[config.mk]
export PLATFORM = sky130hd
export DESIGN_NAME = sstio_top
export DESIGN_NICKNAME = d
export VERILOG_FILES = /design/src/sstio_top.v
export VERILOG_INCLUDE_DIRS = /design/src
export SDC_FILE = /design/constraint.sdc
export NUM_CORES = 1
export LEC_CHECK = 0
export ABC_CLOCK_PERIOD_IN_PS = 3040
export CAP_MARGIN = 20
export CORE_UTILIZATION = 49
export DETAILED_ROUTE_END_ITERATION = 7
export DONT_BUFFER_PORTS = 1
export PLACE_DENSITY = 0.75
export SETUP_SLACK_MARGIN = 0.5
export SYNTH_ARGS = -nofsm -noshare
export SYNTH_HDL_FRONTEND = slang
export SYNTH_SLANG_ARGS = --single-unit
[constraint.sdc]
create_clock -name clock_i -period 3.04 [get_ports clock_i]
set_clock_uncertainty 0.15 [all_clocks]
set_input_delay 0.152 -clock clock_i [delete_from_list [all_inputs] [get_ports clock_i]]
set_output_delay 0.152 -clock clock_i [all_outputs]
set_load 0.01 [all_outputs]
[src/sstio_map.vh]
/*
 * Constants for the second serial terminal interface: device codes, pulse bits,
 * frame layout and bit-timing ratios.
 * Assumes inclusion by its bare name from the design file.
 */
`ifndef SSTIO_MAP_VH
`define SSTIO_MAP_VH

// ----------------------------------------------------------------------------
// Processor I/O device codes and pulses
// ----------------------------------------------------------------------------
`define SSTIO_RX_CODE 6'h20
`define SSTIO_TX_CODE 6'h21
`define SSTIO_PULSE_SKIP 0
`define SSTIO_PULSE_CLEAR 1
`define SSTIO_PULSE_XFER 2

// ----------------------------------------------------------------------------
// Accumulator field and character frame
// ----------------------------------------------------------------------------
`define SSTIO_AC_CHAR_MSB 11
`define SSTIO_AC_CHAR_LSB 4
`define SSTIO_DATA_BITS 4'h8

// ----------------------------------------------------------------------------
// Bit timing
// ----------------------------------------------------------------------------
`define SSTIO_RATIO_LOW 8'h80
`define SSTIO_RATIO_HIGH 8'h10
`define SSTIO_TERM_BAUD 110
`define SSTIO_CLK_HZ 50000000
`define SSTIO_DEF_BAUD 110
`define SSTIO_HIGH_RANGE_BAUD 10000
`define SSTIO_MAX_BAUD 100000

// ----------------------------------------------------------------------------
// Reset values
// ----------------------------------------------------------------------------
`define SSTIO_RST_TX_DONE 1'b0
`define SSTIO_RST_RX_READY 1'b0

`endif

[src/sstio_top.v]
/*
 * Second serial terminal interface: one asynchronous character port answering
 * two processor I/O device codes, with a receive channel and a transmit channel.
 * Assumes a processor I/O bus giving a device code, a 3-bit pulse group strobe and
 * a 12-bit accumulator, and a crystal tick input at 128 or 16 times the baud rate.
 */
`timescale 1ns/1ps
`default_nettype none
`include "sstio_map.vh"

module sstio_top
(
  // Clock and reset
  input wire clock_i,
  input wire reset_n_i,
  input wire enable_i,
  // Build options and crystal tick
  input wire fitted_i,
  input wire modem_sel_i,
  input wire high_rate_strap_i,
  input wire xtal_tick_i,
  // Processor I/O bus
  input wire io_strobe_i,
  input wire [5:0] io_code_i,
  input wire [2:0] io_pulse_i,
  input wire [11:0] ac_i,
  output reg [11:0] ac_o,
  output reg ac_valid_o,
  output reg skip_o,
  // Serial line and flags
  input wire receive_serial_input_i,
  output reg tx_serial_o,
  output reg receive_ready_flag_o,
  output reg transmit_done_flag_o
);

  // --------------------------------------------------------------------------
  // Timing constants
  // --------------------------------------------------------------------------
  // The terminal variant derives its 128x reference from the system clock.
  localparam integer TERM_DIV = `SSTIO_CLK_HZ / (`SSTIO_TERM_BAUD * 128);
  localparam [7:0] RATIO_LOW = `SSTIO_RATIO_LOW;
  localparam [7:0] RATIO_HIGH = `SSTIO_RATIO_HIGH;
  localparam [3:0] NBITS = `SSTIO_DATA_BITS;
  localparam [1:0] ST_IDLE = 2'h0;
  localparam [1:0] ST_START = 2'h1;
  localparam [1:0] ST_DATA = 2'h2;
  localparam [1:0] ST_STOP = 2'h3;

  // --------------------------------------------------------------------------
  // Input synchronisers and strap capture
  // --------------------------------------------------------------------------
  reg [1:0] rx_sync_q;
  reg [1:0] xt_sync_q;
  reg [1:0] strap_sync_q;
  reg xt_prev_q;
  reg [1:0] strap_age_q;
  reg high_rate_q;

  always @(posedge clock_i or negedge reset_n_i)
  begin
    if (!reset_n_i)
    begin
      rx_sync_q <= 2'h3;
      xt_sync_q <= 2'h0;
      strap_sync_q <= 2'h0;
      xt_prev_q <= 1'b0;
      strap_age_q <= 2'h0;
      high_rate_q <= 1'b0;
    end
    else if (enable_i)
    begin
      rx_sync_q <= {rx_sync_q[0], receive_serial_input_i};
      xt_sync_q <= {xt_sync_q[0], xtal_tick_i};
      strap_sync_q <= {strap_sync_q[0], high_rate_strap_i};
      xt_prev_q <= xt_sync_q[1];
      // The strap is static; it is taken once, after the synchroniser has filled with its level.
      if (strap_age_q != 2'h3)
        strap_age_q <= strap_age_q + 2'h1;
      if (strap_age_q == 2'h2)
        high_rate_q <= strap_sync_q[1];
    end
  end

  // With nothing fitted the line reads as a held start level, so no frame ever completes.
  wire rx_line = fitted_i & rx_sync_q[1];

  // --------------------------------------------------------------------------
  // Reference tick: terminal divider or crystal edge
  // --------------------------------------------------------------------------
  reg [15:0] term_cnt_q;
  wire term_tick = (term_cnt_q == 16'h0000);
  always @(posedge clock_i or negedge reset_n_i)
  begin
    if (!reset_n_i)
      term_cnt_q <= 16'h0000;
    else if (enable_i)
      term_cnt_q <= term_tick ? TERM_DIV[15:0] - 16'h0001 : term_cnt_q - 16'h0001;
  end

  wire xt_tick = xt_sync_q[1] & ~xt_prev_q;
  wire ref_tick = modem_sel_i ? xt_tick : term_tick;
  // Terminal variant always uses the 128x divide.
  wire [7:0] ratio = (modem_sel_i & high_rate_q) ? RATIO_HIGH : RATIO_LOW;
  wire [7:0] half_ratio = {1'b0, ratio[7:1]};

  // --------------------------------------------------------------------------
  // Processor I/O decode
  // --------------------------------------------------------------------------
  wire sel_rx = io_strobe_i & (io_code_i == `SSTIO_RX_CODE) & fitted_i;
  wire sel_tx = io_strobe_i & (io_code_i == `SSTIO_TX_CODE) & fitted_i;
  wire rx_clear = sel_rx & io_pulse_i[`SSTIO_PULSE_CLEAR];
  wire rx_read = sel_rx & io_pulse_i[`SSTIO_PULSE_XFER];
  wire tx_clear = sel_tx & io_pulse_i[`SSTIO_PULSE_CLEAR];
  wire tx_load = sel_tx & io_pulse_i[`SSTIO_PULSE_XFER];

  // --------------------------------------------------------------------------
  // Receive channel
  // --------------------------------------------------------------------------
  reg [1:0] rx_st_q;
  reg [7:0] rx_div_q;
  reg [3:0] rx_bit_q;
  reg [7:0] rx_shift_q;
  reg [7:0] rx_buf_q;
  wire rx_done_ev = ref_tick & (rx_st_q == ST_STOP) & (rx_div_q == 8'h00) & rx_line;

  always @(posedge clock_i or negedge reset_n_i)
  begin
    if (!reset_n_i)
    begin
      rx_st_q <= ST_IDLE;
      rx_div_q <= 8'h00;
      rx_bit_q <= 4'h0;
      rx_shift_q <= 8'h00;
      rx_buf_q <= 8'h00;
      receive_ready_flag_o <= `SSTIO_RST_RX_READY;
    end
    else if (enable_i)
    begin
      if (rx_done_ev)
        receive_ready_flag_o <= 1'b1;
      else if (rx_clear)
        receive_ready_flag_o <= 1'b0;
      if (rx_done_ev)
        rx_buf_q <= rx_shift_q;
      // Every state but idle waits out its divider first; idle always finds it at zero.
      if (ref_tick && rx_div_q != 8'h00)
        rx_div_q <= rx_div_q - 8'h01;
      else if (ref_tick)
      begin
        case (rx_st_q)
          ST_IDLE:
            if (!rx_line)
            begin
              rx_st_q <= ST_START;
              rx_div_q <= half_ratio - 8'h01;
            end
          ST_START:
            if (rx_line)
              rx_st_q <= ST_IDLE;
            else
            begin
              rx_st_q <= ST_DATA;
              rx_div_q <= ratio - 8'h01;
              rx_bit_q <= 4'h0;
            end
          ST_DATA:
          begin
            rx_shift_q <= {rx_line, rx_shift_q[7:1]};
            rx_div_q <= ratio - 8'h01;
            rx_bit_q <= rx_bit_q + 4'h1;
            if (rx_bit_q == NBITS - 4'h1)
              rx_st_q <= ST_STOP;
          end
          ST_STOP:
            rx_st_q <= ST_IDLE;
          default:
            rx_st_q <= ST_IDLE;
        endcase
      end
    end
  end

  // --------------------------------------------------------------------------
  // Transmit channel
  // --------------------------------------------------------------------------
  reg [1:0] tx_st_q;
  reg [7:0] tx_div_q;
  reg [3:0] tx_bit_q;
  reg [7:0] tx_shift_q;
  wire tx_end_ev = ref_tick & (tx_st_q == ST_STOP) & (tx_div_q == 8'h00);

  always @(posedge clock_i or negedge reset_n_i)
  begin
    if (!reset_n_i)
    begin
      tx_st_q <= ST_IDLE;
      tx_div_q <= 8'h00;
      tx_bit_q <= 4'h0;
      tx_shift_q <= 8'h00;
      tx_serial_o <= 1'b1;
      transmit_done_flag_o <= `SSTIO_RST_TX_DONE;
    end
    else if (enable_i)
    begin
      if (tx_end_ev)
        transmit_done_flag_o <= 1'b1;
      else if (tx_clear)
        transmit_done_flag_o <= 1'b0;
      // A load while a frame is running restarts with the new character.
      if (tx_load)
      begin
        tx_shift_q <= ac_i[`SSTIO_AC_CHAR_MSB:`SSTIO_AC_CHAR_LSB];
        tx_st_q <= ST_START;
        tx_div_q <= ratio - 8'h01;
        tx_serial_o <= 1'b0;
      end
      else if (ref_tick && tx_div_q != 8'h00)
        tx_div_q <= tx_div_q - 8'h01;
      else if (ref_tick)
      begin
        case (tx_st_q)
          ST_IDLE:
            tx_serial_o <= 1'b1;
          ST_START:
          begin
            tx_st_q <= ST_DATA;
            tx_div_q <= ratio - 8'h01;
            tx_bit_q <= 4'h0;
            tx_serial_o <= tx_shift_q[0];
          end
          ST_DATA:
            if (tx_bit_q == NBITS - 4'h1)
            begin
              tx_st_q <= ST_STOP;
              tx_div_q <= ratio - 8'h01;
              tx_serial_o <= 1'b1;
            end
            else
            begin
              tx_shift_q <= {1'b0, tx_shift_q[7:1]};
              tx_serial_o <= tx_shift_q[1];
              tx_bit_q <= tx_bit_q + 4'h1;
              tx_div_q <= ratio - 8'h01;
            end
          ST_STOP:
            tx_st_q <= ST_IDLE;
          default:
            tx_st_q <= ST_IDLE;
        endcase
      end
    end
  end

  // --------------------------------------------------------------------------
  // Answers to the processor
  // --------------------------------------------------------------------------
  always @(posedge clock_i or negedge reset_n_i)
  begin
    if (!reset_n_i)
    begin
      ac_o <= 12'h000;
      ac_valid_o <= 1'b0;
      skip_o <= 1'b0;
    end
    else if (enable_i)
    begin
      skip_o <= (sel_rx & io_pulse_i[`SSTIO_PULSE_SKIP] & receive_ready_flag_o) |
                (sel_tx & io_pulse_i[`SSTIO_PULSE_SKIP] & transmit_done_flag_o);
      ac_valid_o <= sel_rx & (rx_clear | rx_read);
      // Clear alone returns zero; read ORs the character into the kept or cleared AC.
      ac_o <= (rx_clear ? 12'h000 : ac_i) |
              (rx_read ? {rx_buf_q, 4'h0} : 12'h000);
    end
  end

endmodule
`default_nettype wire

Word level (Yosys, flattened, before mapping)
Cells that the tools add are included.
Widths: inputs -> output; s select.
- add/subtract/negate cells: 8
- reduce and logical (&&, ||, !) cells: 36
- equal/unequal tests: 21
- bitwise logic cells: 28
- muxes and demuxes: 41
- operator list (kind ; count):
    $mux 8 ; 14
    $reduce_and 5->1 ; 5
    $mux 12 ; 2
    $pmux 8 s3 ; 1
    $sub 8x1->8 const B ; 3
    $and 1x1->1 ; 21
    $logic_not 16->1 ; 1
    $logic_not 8->1 ; 2
    $mux 16 ; 1
    $pmux 4 s2 ; 2
    $reduce_bool 8->1 ; 2
    $sub 16x1->16 const B ; 1
    $mux 2 ; 7
    $ne 2x2->1 const B ; 7
    $reduce_bool 2->1 ; 7
    $eq 6x6->1 const B ; 2
    $or 12x12->12 ; 1
    $reduce_bool 4->1 ; 3
    $eq 2x2->1 const B ; 5
    $reduce_and 2->1 ; 5
    $mux 1 ; 9
    $ne 3x3->1 const B ; 3
    $add 4x1->4 const B ; 2
    $eq 4x3->1 const B ; 2
    other kinds (16) ; 26
- output and inout bits: 17
- bits in registers: 95
- logic and storage cells: 156

Depth between registers and ports, before layout
Gate-level depths: netlist of the first run.
- word-level depth: 8
- mapped depth: 8
- mapped depth without buffers: 7

Worst setup path after synthesis of the first run
OpenSTA, ideal clock, no wires.
- path type: register to register
- start: register tx_div_q[2]
- end: register tx_shift_q[0]
- required time: 2.765 ns
- library setup time: 0.125 ns
- setup slack: 0.497 ns
- cell stages (with the launch flop): 6
- clock period less this slack: 2.543 ns
- buffers on the path: 1
- data arrival time: 2.269 ns
- cells stage by stage: dfrtp_1 -> or4_4 -> or4b_1 -> clkbuf_2 -> o31ai_4 -> mux2_2
- longest elaborated chain between the ends: 4
- RTL lines (element ; line ; text):
    from (decl) ; sstio_top.v:188 ; reg [7:0] tx_div_q;
    from (signal assigned) ; sstio_top.v:215 ; tx_div_q <= ratio - 8'h01;
    from (signal assigned) ; sstio_top.v:219 ; tx_div_q <= tx_div_q - 8'h01;
    from (signal assigned) ; sstio_top.v:228 ; tx_div_q <= ratio - 8'h01;
    $reduce_bool 8->1 ; sstio_top.v:218 ; else if (ref_tick && tx_div_q != 8'h00)
    $logic_and 1x1->1 ; sstio_top.v:218 ;
    $ne 2x2->1 (no source line) ; -- ;
    $reduce_and 5->1 (no source line) ; -- ;
    to (signal assigned) ; sstio_top.v:213 ; tx_shift_q <= ac_i[`SSTIO_AC_CHAR_MSB:`SSTIO_AC_CHAR_LSB];
    to (signal assigned) ; sstio_top.v:241 ; tx_shift_q <= {1'b0, tx_shift_q[7:1]};
    to (decl) ; sstio_top.v:190 ; reg [7:0] tx_shift_q;
Every way passes these cells.
A chain may end at the register's enable or synchronous reset.

Worst setup path in the final report of the first run
- start: register tx_div_q[2]
- end: register tx_shift_q[2]
Same word-level chain as after synthesis.

==> results.toml, run 1 <==
[power_and_ir_drop]
leakagePower_nw = 2.54
irDropWorstVdd_mv = 0.347
power.switching_mw = 1.16
power.density_nw_per_um2 = 613
switching_share_pct = 33.0
internal-power_mw = 2.36
p_comb_share_pct = 24.4
p_seq_share_pct = 49.5
clockPowerShare_pct = 26.2

[cts]
cts.path.max_buffers = 2
cts_tree = "done"
cts.sinks = 95
ctsHtreeMaxLevel = 3
tritoncts.num_buffers = 9
clock_latency_ps = 370
cts-root-buf = "clkbuf_8"
clkTransAtPathRegs_ps = 100

[drt]
wl_per_cell_um = 18.1
drt_iter0_drc = 170
ant_nets = 0
routed-via-count = 4049
drt_wl_total_mm = 12.0
via_per_inst = 6.12
drcViolationCount = 0
dr.pass1.iters = 4

[floorplan]
dieArea_um2 = 10600
num_io_pins = 47
rows = 36
design.core.area_um2 = 9820
die_w_um = 103
die_h_um = 103
start_util_pct = 50.7

[synth]
synth_compound_area_share_pct = 13.4
synthAdderAreaFrac_pct = 4.27
synthFlopType = "dfrtp_1"
synth-simple-area-share_pct = 20.3
synth_xor_area_share_pct = 2.29
synth_mux_area_share_pct = 8.92
syn_area_um2 = 4980
yosys_warnings = 0
synth_edf_count = 0
synthArstFlopShare_pct = 100
synth_seq_area_share_pct = 47.8
synth.avg_cell_area_um2 = 10.1
synth_top_family_by_area = "simple AND/OR/NAND/NOR gates"
synth_cell_types = 62
netlist_instances = 494
ys_seq_elements = 95
syn_nets = 541

[global_route]
grt_pass1_vias = 4214
grt.overflow.total = 0
grt_pass1_wl_mm = 19.9
grt_max_degree = 96
grt_use_total_pct = 24.7
antenna_found_initial = 0

[sta]
period_share_pct = 82.2
fin_hold_ws_ps = 28.7
finalWorstSetupSlack_ps = 541
max_freq_mhz = 400
finalSetupViolCount = 0
hold_violations = 0
setup-tns-final_ps = 0
slew_headroom_pct = 48.1
tightest_slew_ps = 772
slew_violations = 0
finalCriticalPeriod_ps = 2500
rsz0062_at_grt = "true"

[critical_path]
path_class = "reg2reg"
crit_path_end_kind = "flop"
path_max_fanout = 6
start_kind = "flop"
cp.arrival_ps = 2610
required_ps = 3150

[placed_design]
placed_cells = 615
io_buffers = 0
place_hpwl_mm = 7.93
preCtsSetupSlack_ps = 243
place_congestion = 0.854

[worst_hold_path]
hold_path.class = "in2reg"

[final_layout]
fillers = 857
instances_no_fill = 662
final_common_cell = "dfrtp_1"
final_cell_mix = "92 x dfrtp_1, 49 x nor2_1, 49 x nand2_1"
area.growth.synth_to_final_pct = 15.4
layout-drive-gt1-share_pct = 17.2
num-nets-final = 571
regArea_um2 = 2380
num_antenna_cells = 0
multi_input_area_um2 = 2510

[outcome]
status = "finished, final reports clean"

[flow_run]
maxCapViolations = 0
what timing repair did:
action	in CTS	in global routing
hold endpoints to repair	139	0
hold buffers	23	0
setup endpoints to repair	37	46
resized for setup	7	13
pin swaps	4	4
setup buffers	8	0
cells in the mapped netlist, drive strengths merged, types with 4 or more instances:
cell    count  area (um^2)
mux2       32          364
a211o       4         35.0
a21oi      14         73.8
nand2      50          188
a221oi      8         70.1
buf         5         21.3
nor2       51          191
xnor2       9         78.8
o32a        4         40.0
inv        17         63.8
a31oi       9         56.3
mux2i       8         80.1
nor4       13         81.3
or3         4         30.0
and3        4         25.0
nand2b      4         25.0
ha         17          213
clkbuf     16         61.3
and3b       4         35.0
nor3       18          101
o31ai       8         73.8
dfrtp      92         2300
nand4      10         62.6
o21ai      19         95.1
or2         4         25.0
nand3      13         70.1
xor2        4         35.0
nand3b      5         37.5
logic make-up after synthesis:
family	Yosys count
DFF	95
adders and majority gates	17
muxes	40
and+or+nand+nor	197
xor gates and xnor gates	13
AOI/OAI and AO/OA	93
buffers and inverters	39
flip-flops by register name, summed over array words and instances (netlist names), 4 cells and up, named ones only:
signal      cells
term_cnt_q     16
ac_o           12
rx_buf_q        8
rx_div_q        8
rx_shift_q      8
tx_div_q        8
tx_shift_q      8
rx_bit_q        4
tx_bit_q        4
cell type report:
type | count | share of cell area, %
Clock buffer | 9 | 2.16
Multi-Input combinational cell | 360 | 43.7
Tap cell | 133 | 2.90
Inverter | 18 | 1.18
Clock inverter | 7 | 1.68
Sequential cell | 95 | 41.4
Timing Repair Buffer | 40 | 6.90
final timing paths:
kind	start	to	slack (ps)	depth (start not counted)
worst min-delay path	io_pulse_i[2]	tx_st_q[0]	30	3
min in group asynchronous	reset_n_i	high_rate_q	250	2
worst max-delay path	tx_div_q[2]	tx_shift_q[2]	540	5
worst min register to register	xt_sync_q[0]	xt_sync_q[0]	360	1
worst max register to register	tx_div_q[2]	tx_shift_q[2]	540	5
max in group asynchronous	reset_n_i	rx_sync_q[0]	2140	2
power groups by stage:
stage          Clock [mW]  Sequential [mW]  Combinational, mW
2_1_floorplan           0             1.70              0.574
3_3_place_gp            0             1.75              0.660
3_5_place_dp            0             1.77              0.700
4_1_cts             0.943             1.74              0.835
5_1_grt             0.998             1.78              0.954
6_report            0.922             1.74              0.858
critical path, cell delays in order, from the launching register on:
cell and delay (ps):
dfrtp_1 400, or4_4 540, or4b_4 570, o31ai_4 250, buf_6 160, mux2_2 320
routing by layer:
| layer | track usage (%) | up-vias | wire (um) |
|---|---|---|---|
| met5 | 0 | - | 0 |
| met4 | 12.7 | 0 | 429 |
| met3 | 7.32 | 34 | 735 |
| met2 | 40.0 | 125 | 5790 |
| met1 | 29.9 | 2020 | 5050 |
| li1 | - | 1870 | - |
stage by stage:
stage | power, mW | utilization [%] | area (um^2)
after global placement | 2.41 | 52.2 | 5130
after global routing | 3.73 | 58.5 | 5750
after detailed placement | 2.47 | 52.2 | 5130
after floorplan | 2.28 | - | 4980
final | 3.52 | 58.5 | 5750
after CTS | 3.52 | 58.0 | 5700
Power figures use the tool's default switching activity.
==> inputs of run 2 (changes only) <==
--- a/config.mk
+++ b/config.mk
@@ -6,12 +6,12 @@
 export SDC_FILE = /design/constraint.sdc
 export NUM_CORES = 1
 export LEC_CHECK = 0
-export ABC_CLOCK_PERIOD_IN_PS = 3040
+export ABC_CLOCK_PERIOD_IN_PS = 2100
 export CAP_MARGIN = 20
 export CORE_UTILIZATION = 49
 export DETAILED_ROUTE_END_ITERATION = 7
 export DONT_BUFFER_PORTS = 1
-export PLACE_DENSITY = 0.75
+export PLACE_DENSITY = 0.77
 export SETUP_SLACK_MARGIN = 0.5
 export SYNTH_ARGS = -nofsm -noshare
 export SYNTH_HDL_FRONTEND = slang
==> constraint.sdc (replaced) <==
create_clock -name clock_i -period 2.1 [get_ports clock_i]
set_clock_uncertainty 0.15 [all_clocks]
set_input_delay 0.105 -clock clock_i [delete_from_list [all_inputs] [get_ports clock_i]]
set_output_delay 0.105 -clock clock_i [all_outputs]
set_load 0.01 [all_outputs]
==> results.toml, run 2 (same netlist as run 1, synthesis figures left out) <==
[critical_path]
crit_path_end_kind = "flop"
required_ps = 2250
path_max_fanout = 6
start_kind = "flop"
cp.arrival_ps = 2660
path_class = "reg2reg"

[sta]
finalCriticalPeriod_ps = 2510
hold_violations = 95
max_freq_mhz = 398
slew_violations = 0
fin_hold_ws_ps = -734
rsz0062_at_grt = "true"
slew_headroom_pct = 59.7
tightest_slew_ps = 601
period_share_pct = 120
finalWorstSetupSlack_ps = -410
setup-tns-final_ps = -14080
finalSetupViolCount = 63

[outcome]
status = "complete, but fails checks"
violations = "hold timing, setup timing"

[drt]
drt_wl_total_mm = 13.9
drt_iter0_drc = 289
m1WireLength_mm = 5.54
drcViolationCount = 0
top_layer_used = "met4"
ant_nets = 0
wl_met3_um = 629
dr_wl_met2_mm = 7.11
dr.pass1.iters = 4
via_per_inst = 6.00
wl_per_cell_um = 18.8
routed-via-count = 4434

[placed_design]
place_hpwl_mm = 8.80
io_buffers = 0
place_congestion = 0.870
post_dp_cell_area_um2 = 5830

[final_layout]
layout-drive-gt1-share_pct = 37.6
regArea_um2 = 2380
fillers = 660
top_regs = "term_cnt_q: 16 flops, ac_o: 12 flops"
fin_area_um2 = 6950
area.growth.synth_to_final_pct = 39.7
largest_reg_flops = 16
regMostFlops = "term_cnt_q"
multi_input_area_um2 = 3040
num-nets-final = 648
final_cell_mix = "92 x dfrtp_1, 66 x buf_4, 45 x nor2_1"
final_common_cell = "dfrtp_1"
num_antenna_cells = 0

[power_and_ir_drop]
p_comb_share_pct = 38.5
p_seq_share_pct = 41.5
internal-power_mw = 3.79
power.switching_mw = 2.11
power.density_nw_per_um2 = 850
irDropWorstVdd_mv = 0.531
switching_share_pct = 35.8
clockPowerShare_pct = 20.0
p_total_mw = 5.91
leakagePower_nw = 3.08

[global_route]
grt_use_total_pct = 27.2
grt_pass1_wl_mm = 22.1
grt_pass1_vias = 4450
grt.overflow.total = 0
grt_max_degree = 96
antenna_found_initial = 0

[cts]
ctsHtreeMaxLevel = 3
cts.sinks = 95
cts-root-buf = "clkbuf_8"
cts.path.max_buffers = 2
tritoncts.num_buffers = 9
clkTransAtPathRegs_ps = 100
clock_latency_ps = 370
cts_tree = "done"

[floorplan]
die_w_um = 103
dieArea_um2 = 10600
num_io_pins = 47
design.core.area_um2 = 9820
rows = 36
start_util_pct = 50.7
die_h_um = 103

[worst_hold_path]
hold_path.class = "in2async"

[flow_run]
maxCapViolations = 0
## run 2: timing repair
item | CTS | global route
setup buffers | 12 | 10
endpoints found under the setup margin | 70 | 72
hold buffers | 21 | 1
pin swaps | 27 | 18
resized for setup | 74 | 30
cloned | 2 | 0
endpoints found under the hold margin | 143 | 96
## run 2: critical path: stages (launching register included)
cell     delay (ps)
dfrtp_1         400
or4_4           550
or4b_4          560
buf_8           160
o31a_1          320
nand2_2         150
o32a_1          170
## run 2: layout make-up
type | count | area share [%]
inverters | 18 | 0.972
multi-input cells | 360 | 43.7
flip-flops and latches | 95 | 34.2
repair buffers | 117 | 16.0
clock buffers | 10 | 1.84
well taps | 133 | 2.39
clock inverters | 6 | 0.918
## run 2: path summary, 6_finish.rpt
path / from / to / slack, ps / cells past startpoint
setup / recovery: tx_div_q[2] / tx_div_q[6] / -410 / 6
setup reg to reg: tx_div_q[2] / tx_div_q[6] / -410 / 6
max in group asynchronous: reset_n_i / rx_sync_q[0] / 2310 / 0
hold / removal: reset_n_i / term_cnt_q[2] / -730 / 0
hold reg to reg: strap_age_q[0] / strap_age_q[0] / 360 / 1
min in group clock_i: fitted_i / receive_ready_flag_o / 30 / 3
## run 2: stage by stage
step,worst slack (ps),util [%],std cells
finish,-410,70.8,739
global placement,-422,59.4,677
global route,-456,70.8,739
CTS,-359,68.5,728
detailed placement,-470,59.4,677
floorplan,-419,-,494
## run 2: power groups by stage
stage	Clock, mW	Sequential (mW)	Combinational (mW)
after floorplan	0	2.51	0.976
after global placement	0	2.43	1.63
after detailed placement	0	2.45	1.69
after CTS	1.20	2.43	2.07
after global routing	1.28	2.49	2.46
final	1.18	2.45	2.28
## run 2: metal layers
metal / global-route usage, % / up-vias
li1: - / 2023
met1: 32.3 / 2206
met2: 48.9 / 152
met3: 4.41 / 53
met4: 11.7 / 0
met5: 0 / -
